`src/ddio_pkg.sv`:
```
package ddio_pkg;
	localparam int unsigned CLK_PERIOD_NS = 10;
	localparam int unsigned FAST_PERIOD_NS = 2000;
	localparam int unsigned SCAN_PERIOD_US = 250;
	localparam int unsigned RELAY_SETTLE_MS = 10;
	localparam int unsigned FAST_CYCLES = FAST_PERIOD_NS / CLK_PERIOD_NS;
	localparam int unsigned SCAN_CYCLES = SCAN_PERIOD_US * 1000 / CLK_PERIOD_NS;
	localparam int unsigned RELAY_CYCLES = RELAY_SETTLE_MS * 1000000 / CLK_PERIOD_NS;
	localparam int unsigned N_FAST = 2;
	localparam int unsigned N_BASE_IN = 5;
	localparam int unsigned N_CARD_IN = 12;
	localparam int unsigned N_MC_IN = 6;
	localparam int unsigned N_ASSIGN_IN = N_BASE_IN + N_CARD_IN + N_MC_IN;
	localparam int unsigned N_BASE_OUT = 2;
	localparam int unsigned N_CARD_OUT = 10;
	localparam int unsigned N_MC_OUT = 2;
	localparam int unsigned N_OUT = N_BASE_OUT + N_CARD_OUT + N_MC_OUT;
	localparam int unsigned N_CARD_RELAY = 2;
	localparam logic [N_ASSIGN_IN-1:0] IN_FUNC_RESET = '0;
	typedef enum logic [0:0] {
		DDIO_RLY_NO_FAULT     = 1'b0,
		DDIO_RLY_NO_FAULT_ENA = 1'b1
	} ddio_relay_mode_t;
endpackage

```
`src/ddio_top.sv`:
```
// Summary of operation
// - Fast inputs one and two are sampled in hardware every 2 us.
// - Inputs three to seven are assignable, unassigned at reset, scanned every 250 us.
// - Input eight is the active-high hardware enable, wired straight into gating.
// - The output stage enables only while safe torque off input is asserted.
// - Software enable ANDs with hardware enable; an option forces it permanently on.
// - Hardware enable low keeps the output stage disabled.
// - Fault relay mode: closed on no fault, or on no fault and enabled.
// - Fault-only relay mode ignores enable, thermal current limit and regen threshold.
// - Any fault opens the relay and inhibits the stage; in fault-only mode the stage is off while the relay is open.
// - Relay status reports settled 10 ms after each command change.
// - Option card adds twelve assignable inputs scanned every 250 us.
// - Option card adds ten solid-state outputs refreshed every 250 us.
// - Option card adds relay outputs twenty-five and thirty, function driven.
// - Controller variant adds six assignable inputs, unassigned, scanned every 250 us.
// - Each assignable input is read active high or active low per its function.
module ddio_top (
	input  wire logic                               clk,
	input  wire logic                               sys_rst,
	input  wire logic [ddio_pkg::N_FAST-1:0]        fast_in,
	input  wire logic [ddio_pkg::N_ASSIGN_IN-1:0]   assign_in,
	input  wire logic                               hw_enable_in,
	input  wire logic                               safe_torque_off_input,
	input  wire logic [ddio_pkg::N_ASSIGN_IN-1:0]   in_assigned,
	input  wire logic [ddio_pkg::N_ASSIGN_IN-1:0]   in_active_low,
	input  wire logic                               card_fitted,
	input  wire logic                               mc_variant,
	input  wire logic                               sw_enable,
	input  wire logic                               sw_enable_force,
	input  wire logic                               relay_mode,
	input  wire logic                               fault,
	input  wire logic                               thermal_current_limit,
	input  wire logic                               regen_threshold,
	input  wire logic [ddio_pkg::N_OUT-1:0]         out_func,
	input  wire logic [ddio_pkg::N_CARD_RELAY-1:0]  card_relay_func,
	output logic      [ddio_pkg::N_FAST-1:0]        fast_sample,
	output logic                                    fast_strobe,
	output logic      [ddio_pkg::N_ASSIGN_IN-1:0]   in_state,
	output logic                                    scan_strobe,
	output logic      [ddio_pkg::N_OUT-1:0]         dig_out,
	output logic                                    stage_enable,
	output logic                                    fault_relay,
	output logic      [ddio_pkg::N_CARD_RELAY-1:0]  card_relay,
	output logic                                    relay_settled
);
	localparam int unsigned NA = ddio_pkg::N_ASSIGN_IN;
	localparam int unsigned NB = ddio_pkg::N_BASE_IN;
	localparam int unsigned NC = ddio_pkg::N_CARD_IN;
	localparam int unsigned NO = ddio_pkg::N_OUT;
	localparam int unsigned NBO = ddio_pkg::N_BASE_OUT;
	localparam int unsigned NCO = ddio_pkg::N_CARD_OUT;
	localparam int unsigned NR = ddio_pkg::N_CARD_RELAY;
	localparam int unsigned SYNC_W = ddio_pkg::N_FAST + NA + 2;

	// Two-stage synchronizer; stage one is read only by stage two.
	logic [SYNC_W-1:0] sync_a;
	logic [SYNC_W-1:0] sync_b;
	always_ff @(posedge clk) begin
		sync_a <= {fast_in, assign_in, hw_enable_in, safe_torque_off_input};
		sync_b <= sync_a;
	end
	wire logic [ddio_pkg::N_FAST-1:0] fast_s = sync_b[SYNC_W-1 -: ddio_pkg::N_FAST];
	wire logic [NA-1:0]               asg_s  = sync_b[NA+1:2];
	wire logic                        hwen_s = sync_b[1];
	wire logic                        sto_s  = sync_b[0];

	logic [15:0] fast_cnt;
	logic [15:0] scan_cnt;
	logic [23:0] settle_cnt;
	wire logic fast_tick = (fast_cnt == 16'(ddio_pkg::FAST_CYCLES - 1));
	wire logic scan_tick = (scan_cnt == 16'(ddio_pkg::SCAN_CYCLES - 1));

	// Inputs present depend on fitted hardware and variant.
	wire logic [NA-1:0] present = {{ddio_pkg::N_MC_IN{mc_variant}}, {NC{card_fitted}}, {NB{1'b1}}};
	wire logic [NA-1:0] next_in_state = (asg_s ^ in_active_low) & in_assigned & present;
	wire logic [NO-1:0] out_present = {{ddio_pkg::N_MC_OUT{mc_variant}}, {NCO{card_fitted}}, {NBO{1'b1}}};

	wire logic sw_en_eff = sw_enable | sw_enable_force;
	wire logic next_stage_enable = hwen_s & sto_s & sw_en_eff & ~fault;
	wire logic relay_no_fault_ena = ~fault & stage_enable;
	wire logic next_fault_relay = (relay_mode == ddio_pkg::DDIO_RLY_NO_FAULT) ? ~fault : relay_no_fault_ena;
	wire logic [NR-1:0] next_card_relay = card_relay_func & {NR{card_fitted}};
	wire logic relay_change = (next_fault_relay != fault_relay) || (next_card_relay != card_relay);
	wire logic [NO-1:0] next_dig_out = out_func & out_present;
	wire logic [15:0] next_fast_cnt = fast_tick ? 16'h0000 : fast_cnt + 16'h0001;
	wire logic [15:0] next_scan_cnt = scan_tick ? 16'h0000 : scan_cnt + 16'h0001;
	wire logic settle_done = (settle_cnt == 24'(ddio_pkg::RELAY_CYCLES - 1));

	// Period counters start together, and the scan period is a whole multiple of the fast period.
	always_ff @(posedge clk) begin
		if (sys_rst) begin
			fast_cnt <= '0;
			scan_cnt <= '0;
		end else begin
			fast_cnt <= next_fast_cnt;
			scan_cnt <= next_scan_cnt;
		end
	end

	// Fast inputs are latched once per fast period and flagged by a one-cycle strobe.
	always_ff @(posedge clk) begin
		if (sys_rst) begin
			fast_sample <= '0;
			fast_strobe <= 1'b0;
		end else begin
			fast_strobe <= fast_tick;
			if (fast_tick) begin
				fast_sample <= fast_s;
			end
		end
	end

	// Scanned inputs and solid-state outputs share one refresh tick, so readers see a consistent set.
	always_ff @(posedge clk) begin
		if (sys_rst) begin
			in_state <= ddio_pkg::IN_FUNC_RESET;
			scan_strobe <= 1'b0;
			dig_out <= '0;
		end else begin
			scan_strobe <= scan_tick;
			if (scan_tick) begin
				in_state <= next_in_state;
				dig_out <= next_dig_out;
			end
		end
	end

	// Gating follows the synchronized inputs after one register; the fault relay in no-fault-and-enabled mode follows one register later.
	always_ff @(posedge clk) begin
		if (sys_rst) begin
			stage_enable <= 1'b0;
			fault_relay <= 1'b0;
			card_relay <= '0;
		end else begin
			stage_enable <= next_stage_enable;
			fault_relay <= next_fault_relay;
			card_relay <= next_card_relay;
		end
	end

	// The settle timer restarts on any relay command change.
	// The status is only a timing promise; nothing senses the contacts themselves.
	always_ff @(posedge clk) begin
		if (sys_rst) begin
			settle_cnt <= '0;
			relay_settled <= 1'b0;
		end else if (relay_change) begin
			settle_cnt <= '0;
			relay_settled <= 1'b0;
		end else if (!settle_done) begin
			settle_cnt <= settle_cnt + 24'h000001;
		end else begin
			relay_settled <= 1'b1;
		end
	end
endmodule

```
`config.mk`:
```
export PLATFORM = sky130hd
export DESIGN_NAME = ddio_top
export DESIGN_NICKNAME = d
export VERILOG_FILES = /design/src/ddio_pkg.sv /design/src/ddio_top.sv
export SDC_FILE = /design/constraint.sdc
export NUM_CORES = 1
export LEC_CHECK = 0
export ABC_AREA = 1
export BUFFER_PORTS_ARGS = -buffer_cell sky130_fd_sc_hd__buf_2
export CAP_MARGIN = 15
export CORE_MARGIN = 2
export CORE_UTILIZATION = 35
export DETAILED_ROUTE_END_ITERATION = 16
export MAX_ROUTING_LAYER = met4
export PLACE_DENSITY_LB_ADDON = 0.3
export SLEW_MARGIN = 20
export SYNTH_ARGS = -nofsm -noshare
export SYNTH_HDL_FRONTEND = slang
export SYNTH_SLANG_ARGS = --single-unit
```
`constraint.sdc`:
```
create_clock -name clk -period 3.3 [get_ports clk]
set_input_delay 0.33 -clock clk [delete_from_list [all_inputs] [get_ports clk]]
set_output_delay 0.33 -clock clk [all_outputs]
set_load 0.01 [all_outputs]
```
==> results of run 1 <==
[area by class of cell]
cell class,count,area [um^2],area share
repair buffers,169,973.4,0.1249
flip-flops and latches,156,3123,0.4006
well taps,225,281.5,0.03612
multi-input cells,545,2540,0.3258
clock inverters,14,173.9,0.02231
clock buffers,17,425.4,0.05457
inverters,74,277.8,0.03563
[flip-flops by register name, indices dropped and copies added (netlist names), 2 cells and up]
name,cells
sync_b,27
fast_cnt,16
scan_cnt,16
dig_out,14
in_state,23
fast_sample,2
settle_cnt,24
sync_a,27
card_relay,2
[synth_stat cells, types with 4 or more instances]
master / number
nor2_1: 120
buf_2: 7
buf_6: 6
o21ai_0: 8
a21oi_1: 37
nand3_1: 69
dfxtp_1: 156
nand4_1: 58
or2_2: 7
xnor2_1: 6
nand2_1: 199
nor2_2: 4
inv_1: 73
clkbuf_1: 5
nor3_1: 14
xor2_1: 12
[where the power goes]
part | internal, mW | total [mW] | switching [mW]
clock network | 1.15 | 2.00 | 0.850
logic | 0.0850 | 0.175 | 0.0901
registers | 1.93 | 1.95 | 0.0214
total | 3.16 | 4.12 | 0.962
[worst reg2reg max path, cell delays in order, from the launching register on]
cell and delay (ns):
dfxtp_1 0.39, ha_1 0.20, nand2_2 0.09, nor3_2 0.12, nand2_1 0.10, nor2_4 0.67
nand4_1 0.19, nand2_1 0.11
[cells by family (layout without fill, tap and decap cells)]
kind of cell / Yosys count / after routing / share of synthesized area
AND/OR/NAND/NOR: 477 / 477 / 0.3457
flip-flops: 156 / 156 / 0.5133
buffers and inverters: 96 / 274 / 0.06930
AO/OA/AOI/OAI: 47 / 47 / 0.03969
XOR/XNOR: 18 / 18 / 0.02591
adder cells (fa/ha/maj): 3 / 3 / 0.006170
[worst max-delay path by stage]
stage | slack, ns | cells past startpoint | startpoint | endpoint
3_3_place_gp | 1.37 | 7 | scan_cnt[0]$_SDFF_PP0_ | in_state[14]$_SDFFE_PP0P_
3_5_place_dp | 1.34 | 7 | scan_cnt[0]$_SDFF_PP0_ | in_state[14]$_SDFFE_PP0P_
5_1_grt | 1.12 | 7 | scan_cnt[0]$_SDFF_PP0_ | dig_out[4]$_SDFFE_PP0P_
6_report | 1.36 | 7 | scan_cnt[0]$_SDFF_PP0_ | in_state[20]$_SDFFE_PP0P_
4_1_cts | 1.32 | 7 | scan_cnt[0]$_SDFF_PP0_ | in_state[21]$_SDFFE_PP0P_
2_1_floorplan | 1.85 | 6 | settle_cnt[0]$_SDFFE_PP0P_ | settle_cnt[8]$_SDFFE_PP0P_
[per-layer routing]
layer  vias to the layer above  global-route usage  routed length, um  part of all wire
met3                        20             0.05369                861             0.059
met2                       130              0.2730               6801              0.46
li1                       2924                   -                  -                 -
met5                         -                   -                  0                 0
met1                      2452              0.2028               6725              0.46
met4                         0             0.07118                308             0.021
[through the flow]
step | cell area [um^2] | total power, mW
final | 7795 | 4.120
after global placement | 6955 | 2.141
after CTS | 7795 | 4.172
after floorplan | 6085 | 2.061
after global routing | 7795 | 4.288
after detailed placement | 6955 | 2.146
==> reports/metrics.cfg, run 1 <==
[critical_path]
crit_family=simple AND/OR/NAND/NOR gates
critPathLaunchType=flop
crit_path_max_incr_delay_ns=0.67
worstRegToRegCells=7
cp_num_buf_inv=0
path_class=reg2reg
cpMaxStageDelayCell=nor2_4
critPathArrivalTime_ns=2.30
crit_chain=ha_1, nand2_2, nor3_2, nand2_1, nor2_4, nand4_1, nand2_1
crit_fanout=35
end_kind=flop
rr_startpoint=scan_cnt[0]$_SDFF_PP0_
timing.rr.end=in_state[20]$_SDFFE_PP0P_
cp_data_required_time_ns=3.66
reg2reg_slack_ns=1.36
cpMostUsedCell=nand2_1

[logic_synthesis]
synth_area_mm2=0.006085
synth_edf_count=0
syn_inst=797
synth_top_area_share=0.5133
yosys-top-cells-area=dfxtp_1, nand2_1, nor2_1
synth-main-ff-cell=dfxtp_1
yosysWarnings=0
ys_seq_area_frac=0.5133
yosys.area.top_type=dfxtp_1
synth_cell_types=26
synth_seq_cells=156
ys_async_sr_fraction=0
synth_fp_nets=899
avgSynthCellArea_um2=7.634

[routing]
vias_per_cell=4.605
drt.antenna.violating_nets=0
drt_iter0_markers=225
first_pass_iters=4
finalWirelength_mm=14.70
drcViolationCount=0
wl_per_cell_um=12.25
num_vias=5526

[place]
pre_cts_slack_ns=1.343
dp_hpwl_mm=10.51
post-place-cells=1145
port_buffers=142
gp_congestion=0.8576

[layout]
n_antenna_cell=0
final_cells=1200
syn2layout_area_growth_pct=28.11
final_util=0.4554
drive_gt1_frac=0.2000
n_fill_cell=1734
final_common_cell=nand2_1
nNetsFinal=1065
final_cell_mix=nand2_1, dfxtp_1, buf_2

[grt]
grt_overflow=0
antenna_found_initial=0
grt_pass1_vias=5250
gr-usage-all-layers=0.1721
grt_pass1_wl_mm=24.38
grt_max_degree=58

[sta]
fin_tns_setup_ns=0
maxSlewHeadroom=0.4339
holdWs_ns=0.03112
fin_crit_ns=1.937
finalHoldViolations=0
fin_skew_ns=0.008683
rsz0062_at_grt=false
worstMarginPinSlew_ns=0.8471
fin_crit_sh=0.5870
max_freq_ghz=0.5162
finalMaxSlewViolations=0
setup_slack_ns=1.363
setup_viol=0

[hold_path]
hp-start=safe_torque_off_input
worstHoldPathCells=1
hp-class=in2reg
min_to=sync_a[0]$_DFF_P_

[pwr]
total_leakage_power_nw=3.437
ir_drop_mv=0.4461
pwr_density_cell_mw_per_mm2=528.6

[clocking]
cts_tree=done
clock_sinks=156
postCtsHoldBufs=24
clk_latency_ns=0.42
ctsResizeCount=0
clockBufferDepth=2
ctsHtreeMaxLevel=4
clk_pin_slew_ns=0.06
postCtsSetupRepairBufs=0
root_buffer=clkbuf_16
cts_made_buffers=17

[floorplanning]
fp-row-count=48
die_width_um=135.9
coreArea_mm2=0.01712
io_pins=145
die_area_mm2=0.01846
die_h_um=135.9
start_util=0.3555

[run]
maxCapViolCount=0

[run_status]
run_status=finished clean

(Power assumes the default switching activity.)
==> inputs of run 2 (changes only) <==
Clock period 3.3 ns to 1.6 ns, I/O delays scaled along.
==> run 2 against run 1 <==
Net effect:
- clock power up 96%
- global-route usage up 0.16 points
- flip-flop and latch count unchanged
- combinational power rose to 2.5 times the previous value
- total power up 100%
- core utilization up 2.6 points
- cell area up 5.8%
- wire length up 0.95%
- worst hold slack worse by 0.00079 ns
- critical path depth unchanged
- largest cell class unchanged
==> reports/metrics.cfg, run 2 (same netlist as run 1, synthesis figures left out) <==
[run_status]
run_status=finished clean

[run]
maxCapViolCount=0

[sta]
worstMarginPinSlew_ns=0.3932
setup_viol=0
setup_slack_ns=0.1379
fin_crit_sh=0.9138
finalMaxSlewViolations=0
fin_skew_ns=0.02237
fin_crit_ns=1.462
rsz0062_at_grt=true
finalHoldViolations=0
maxSlewHeadroom=0.7358
max_freq_ghz=0.6839

[grt]
grt_pass1_wl_mm=24.58
grt_max_degree=55
grt_pass1_vias=5291
antenna_found_initial=0
gr-usage-all-layers=0.1737
grt_overflow=0

[pwr]
ir_drop_mv=0.6787
pwr_density_cell_mw_per_mm2=1015
total_leakage_power_nw=3.650
p_total_mw=8.373

[routing]
drt.antenna.violating_nets=0
drcViolationCount=0
finalWirelength_mm=14.84
wl_per_cell_um=11.95
first_pass_iters=5
drt_iter0_markers=326
num_vias=5586
vias_per_cell=4.498

[floorplanning]
coreArea_mm2=0.01712
die_width_um=135.9
die_h_um=135.9
io_pins=145
fp-row-count=48
start_util=0.3555
die_area_mm2=0.01846

[layout]
n_fill_cell=1646
seqCellArea_mm2=0.003124
reg_top3=sync_a (27), sync_b (27), settle_cnt (24)
nNetsFinal=1106
n_antenna_cell=0
final_common_cell=nand2_1
syn2layout_area_growth_pct=35.55
drive_gt1_frac=0.2173
final_cell_mix=nand2_1, dfxtp_1, buf_2
multi_input_area_mm2=0.002562

[place]
pre_cts_slack_ns=0.1132
dp_hpwl_mm=10.59
port_buffers=142
gp_congestion=0.9046

[clocking]
cts_made_buffers=17
clk_pin_slew_ns=0.07
cts_tree=done
clockBufferDepth=2
root_buffer=clkbuf_16
clk_latency_ns=0.43
postCtsSetupRepairBufs=0
ctsHtreeMaxLevel=4
clock_sinks=156

[critical_path]
critPathArrivalTime_ns=1.82
crit_fanout=13
critPathLaunchType=flop
end_kind=flop
cp_data_required_time_ns=1.96
path_class=reg2reg

[hold_path]
hp-class=in2reg

[run 2: changes by cell type in the layout (fill, tap and decap cells not counted), moves of 2 or more]
cell	delta
dlygate4sd3_1	+22
buf_4	+12
buf_12	+5
bufinv_16	-2
[run 2: routing by layer]
layer  GRT usage  wire [um]
met2      0.2769       7009
met4     0.06308        183
met5           -          0
met1      0.2028       6710
met3     0.06115        932
[run 2: final timing paths]
kind                           start                       end  slack (ns)  cells past startpoint
max          scan_cnt[14]$_SDFF_PP0_  in_state[6]$_SDFFE_PP0P_        0.14                      7
min                        sw_enable   stage_enable$_SDFF_PP0_        0.03                      3
max reg2reg  scan_cnt[14]$_SDFF_PP0_  in_state[6]$_SDFFE_PP0P_        0.14                      7
min reg2reg       sync_a[15]$_DFF_P_        sync_b[15]$_DFF_P_        0.32                      0
[run 2: through the flow]
step           hold WS, ns  cell area [um^2]    util  setup TNS [ns]  std cells
2_1_floorplan       0.1877              6085       -               0        797
3_3_place_gp        0.2627              7153  0.4179               0       1163
3_5_place_dp        0.2636              7153  0.4179               0       1163
4_1_cts           0.001279              8195  0.4788               0       1241
5_1_grt            0.03127              8248  0.4819        -0.04212       1242
6_report           0.03033              8248  0.4819               0       1242
[run 2: critical path: stages, from the launching register on]
cell       delay, ns
dfxtp_1         0.37
inv_1           0.07
nor3_1          0.22
nand3_1         0.17
nor2_4          0.24
clkbuf_16       0.21
nand4_1         0.08
nand2_1         0.08
[run 2: what timing repair did]
item	4_1_cts	5_1_grt
resized for setup	0	8
hold buffers	46	0
endpoints found under the setup margin	0	25
hold endpoints to repair	46	0
[run 2: area by class of cell]
cell class / instances / area share
timing repair buffer: 210 / 0.1722
clock buffer: 18 / 0.05325
inverter: 74 / 0.03368
sequential: 156 / 0.3788
tap: 225 / 0.03413
multi-input combinational: 545 / 0.3107
clock inverter: 14 / 0.01729
[run 2: power by group]
| group | internal, mW | leakage (nW) | total, mW | switching, mW |
|---|---|---|---|---|
| combinational | 0.238 | 2.08 | 0.439 | 0.201 |
| clock | 2.13 | 0.289 | 3.92 | 1.79 |
| sequential | 3.97 | 1.28 | 4.01 | 0.0403 |
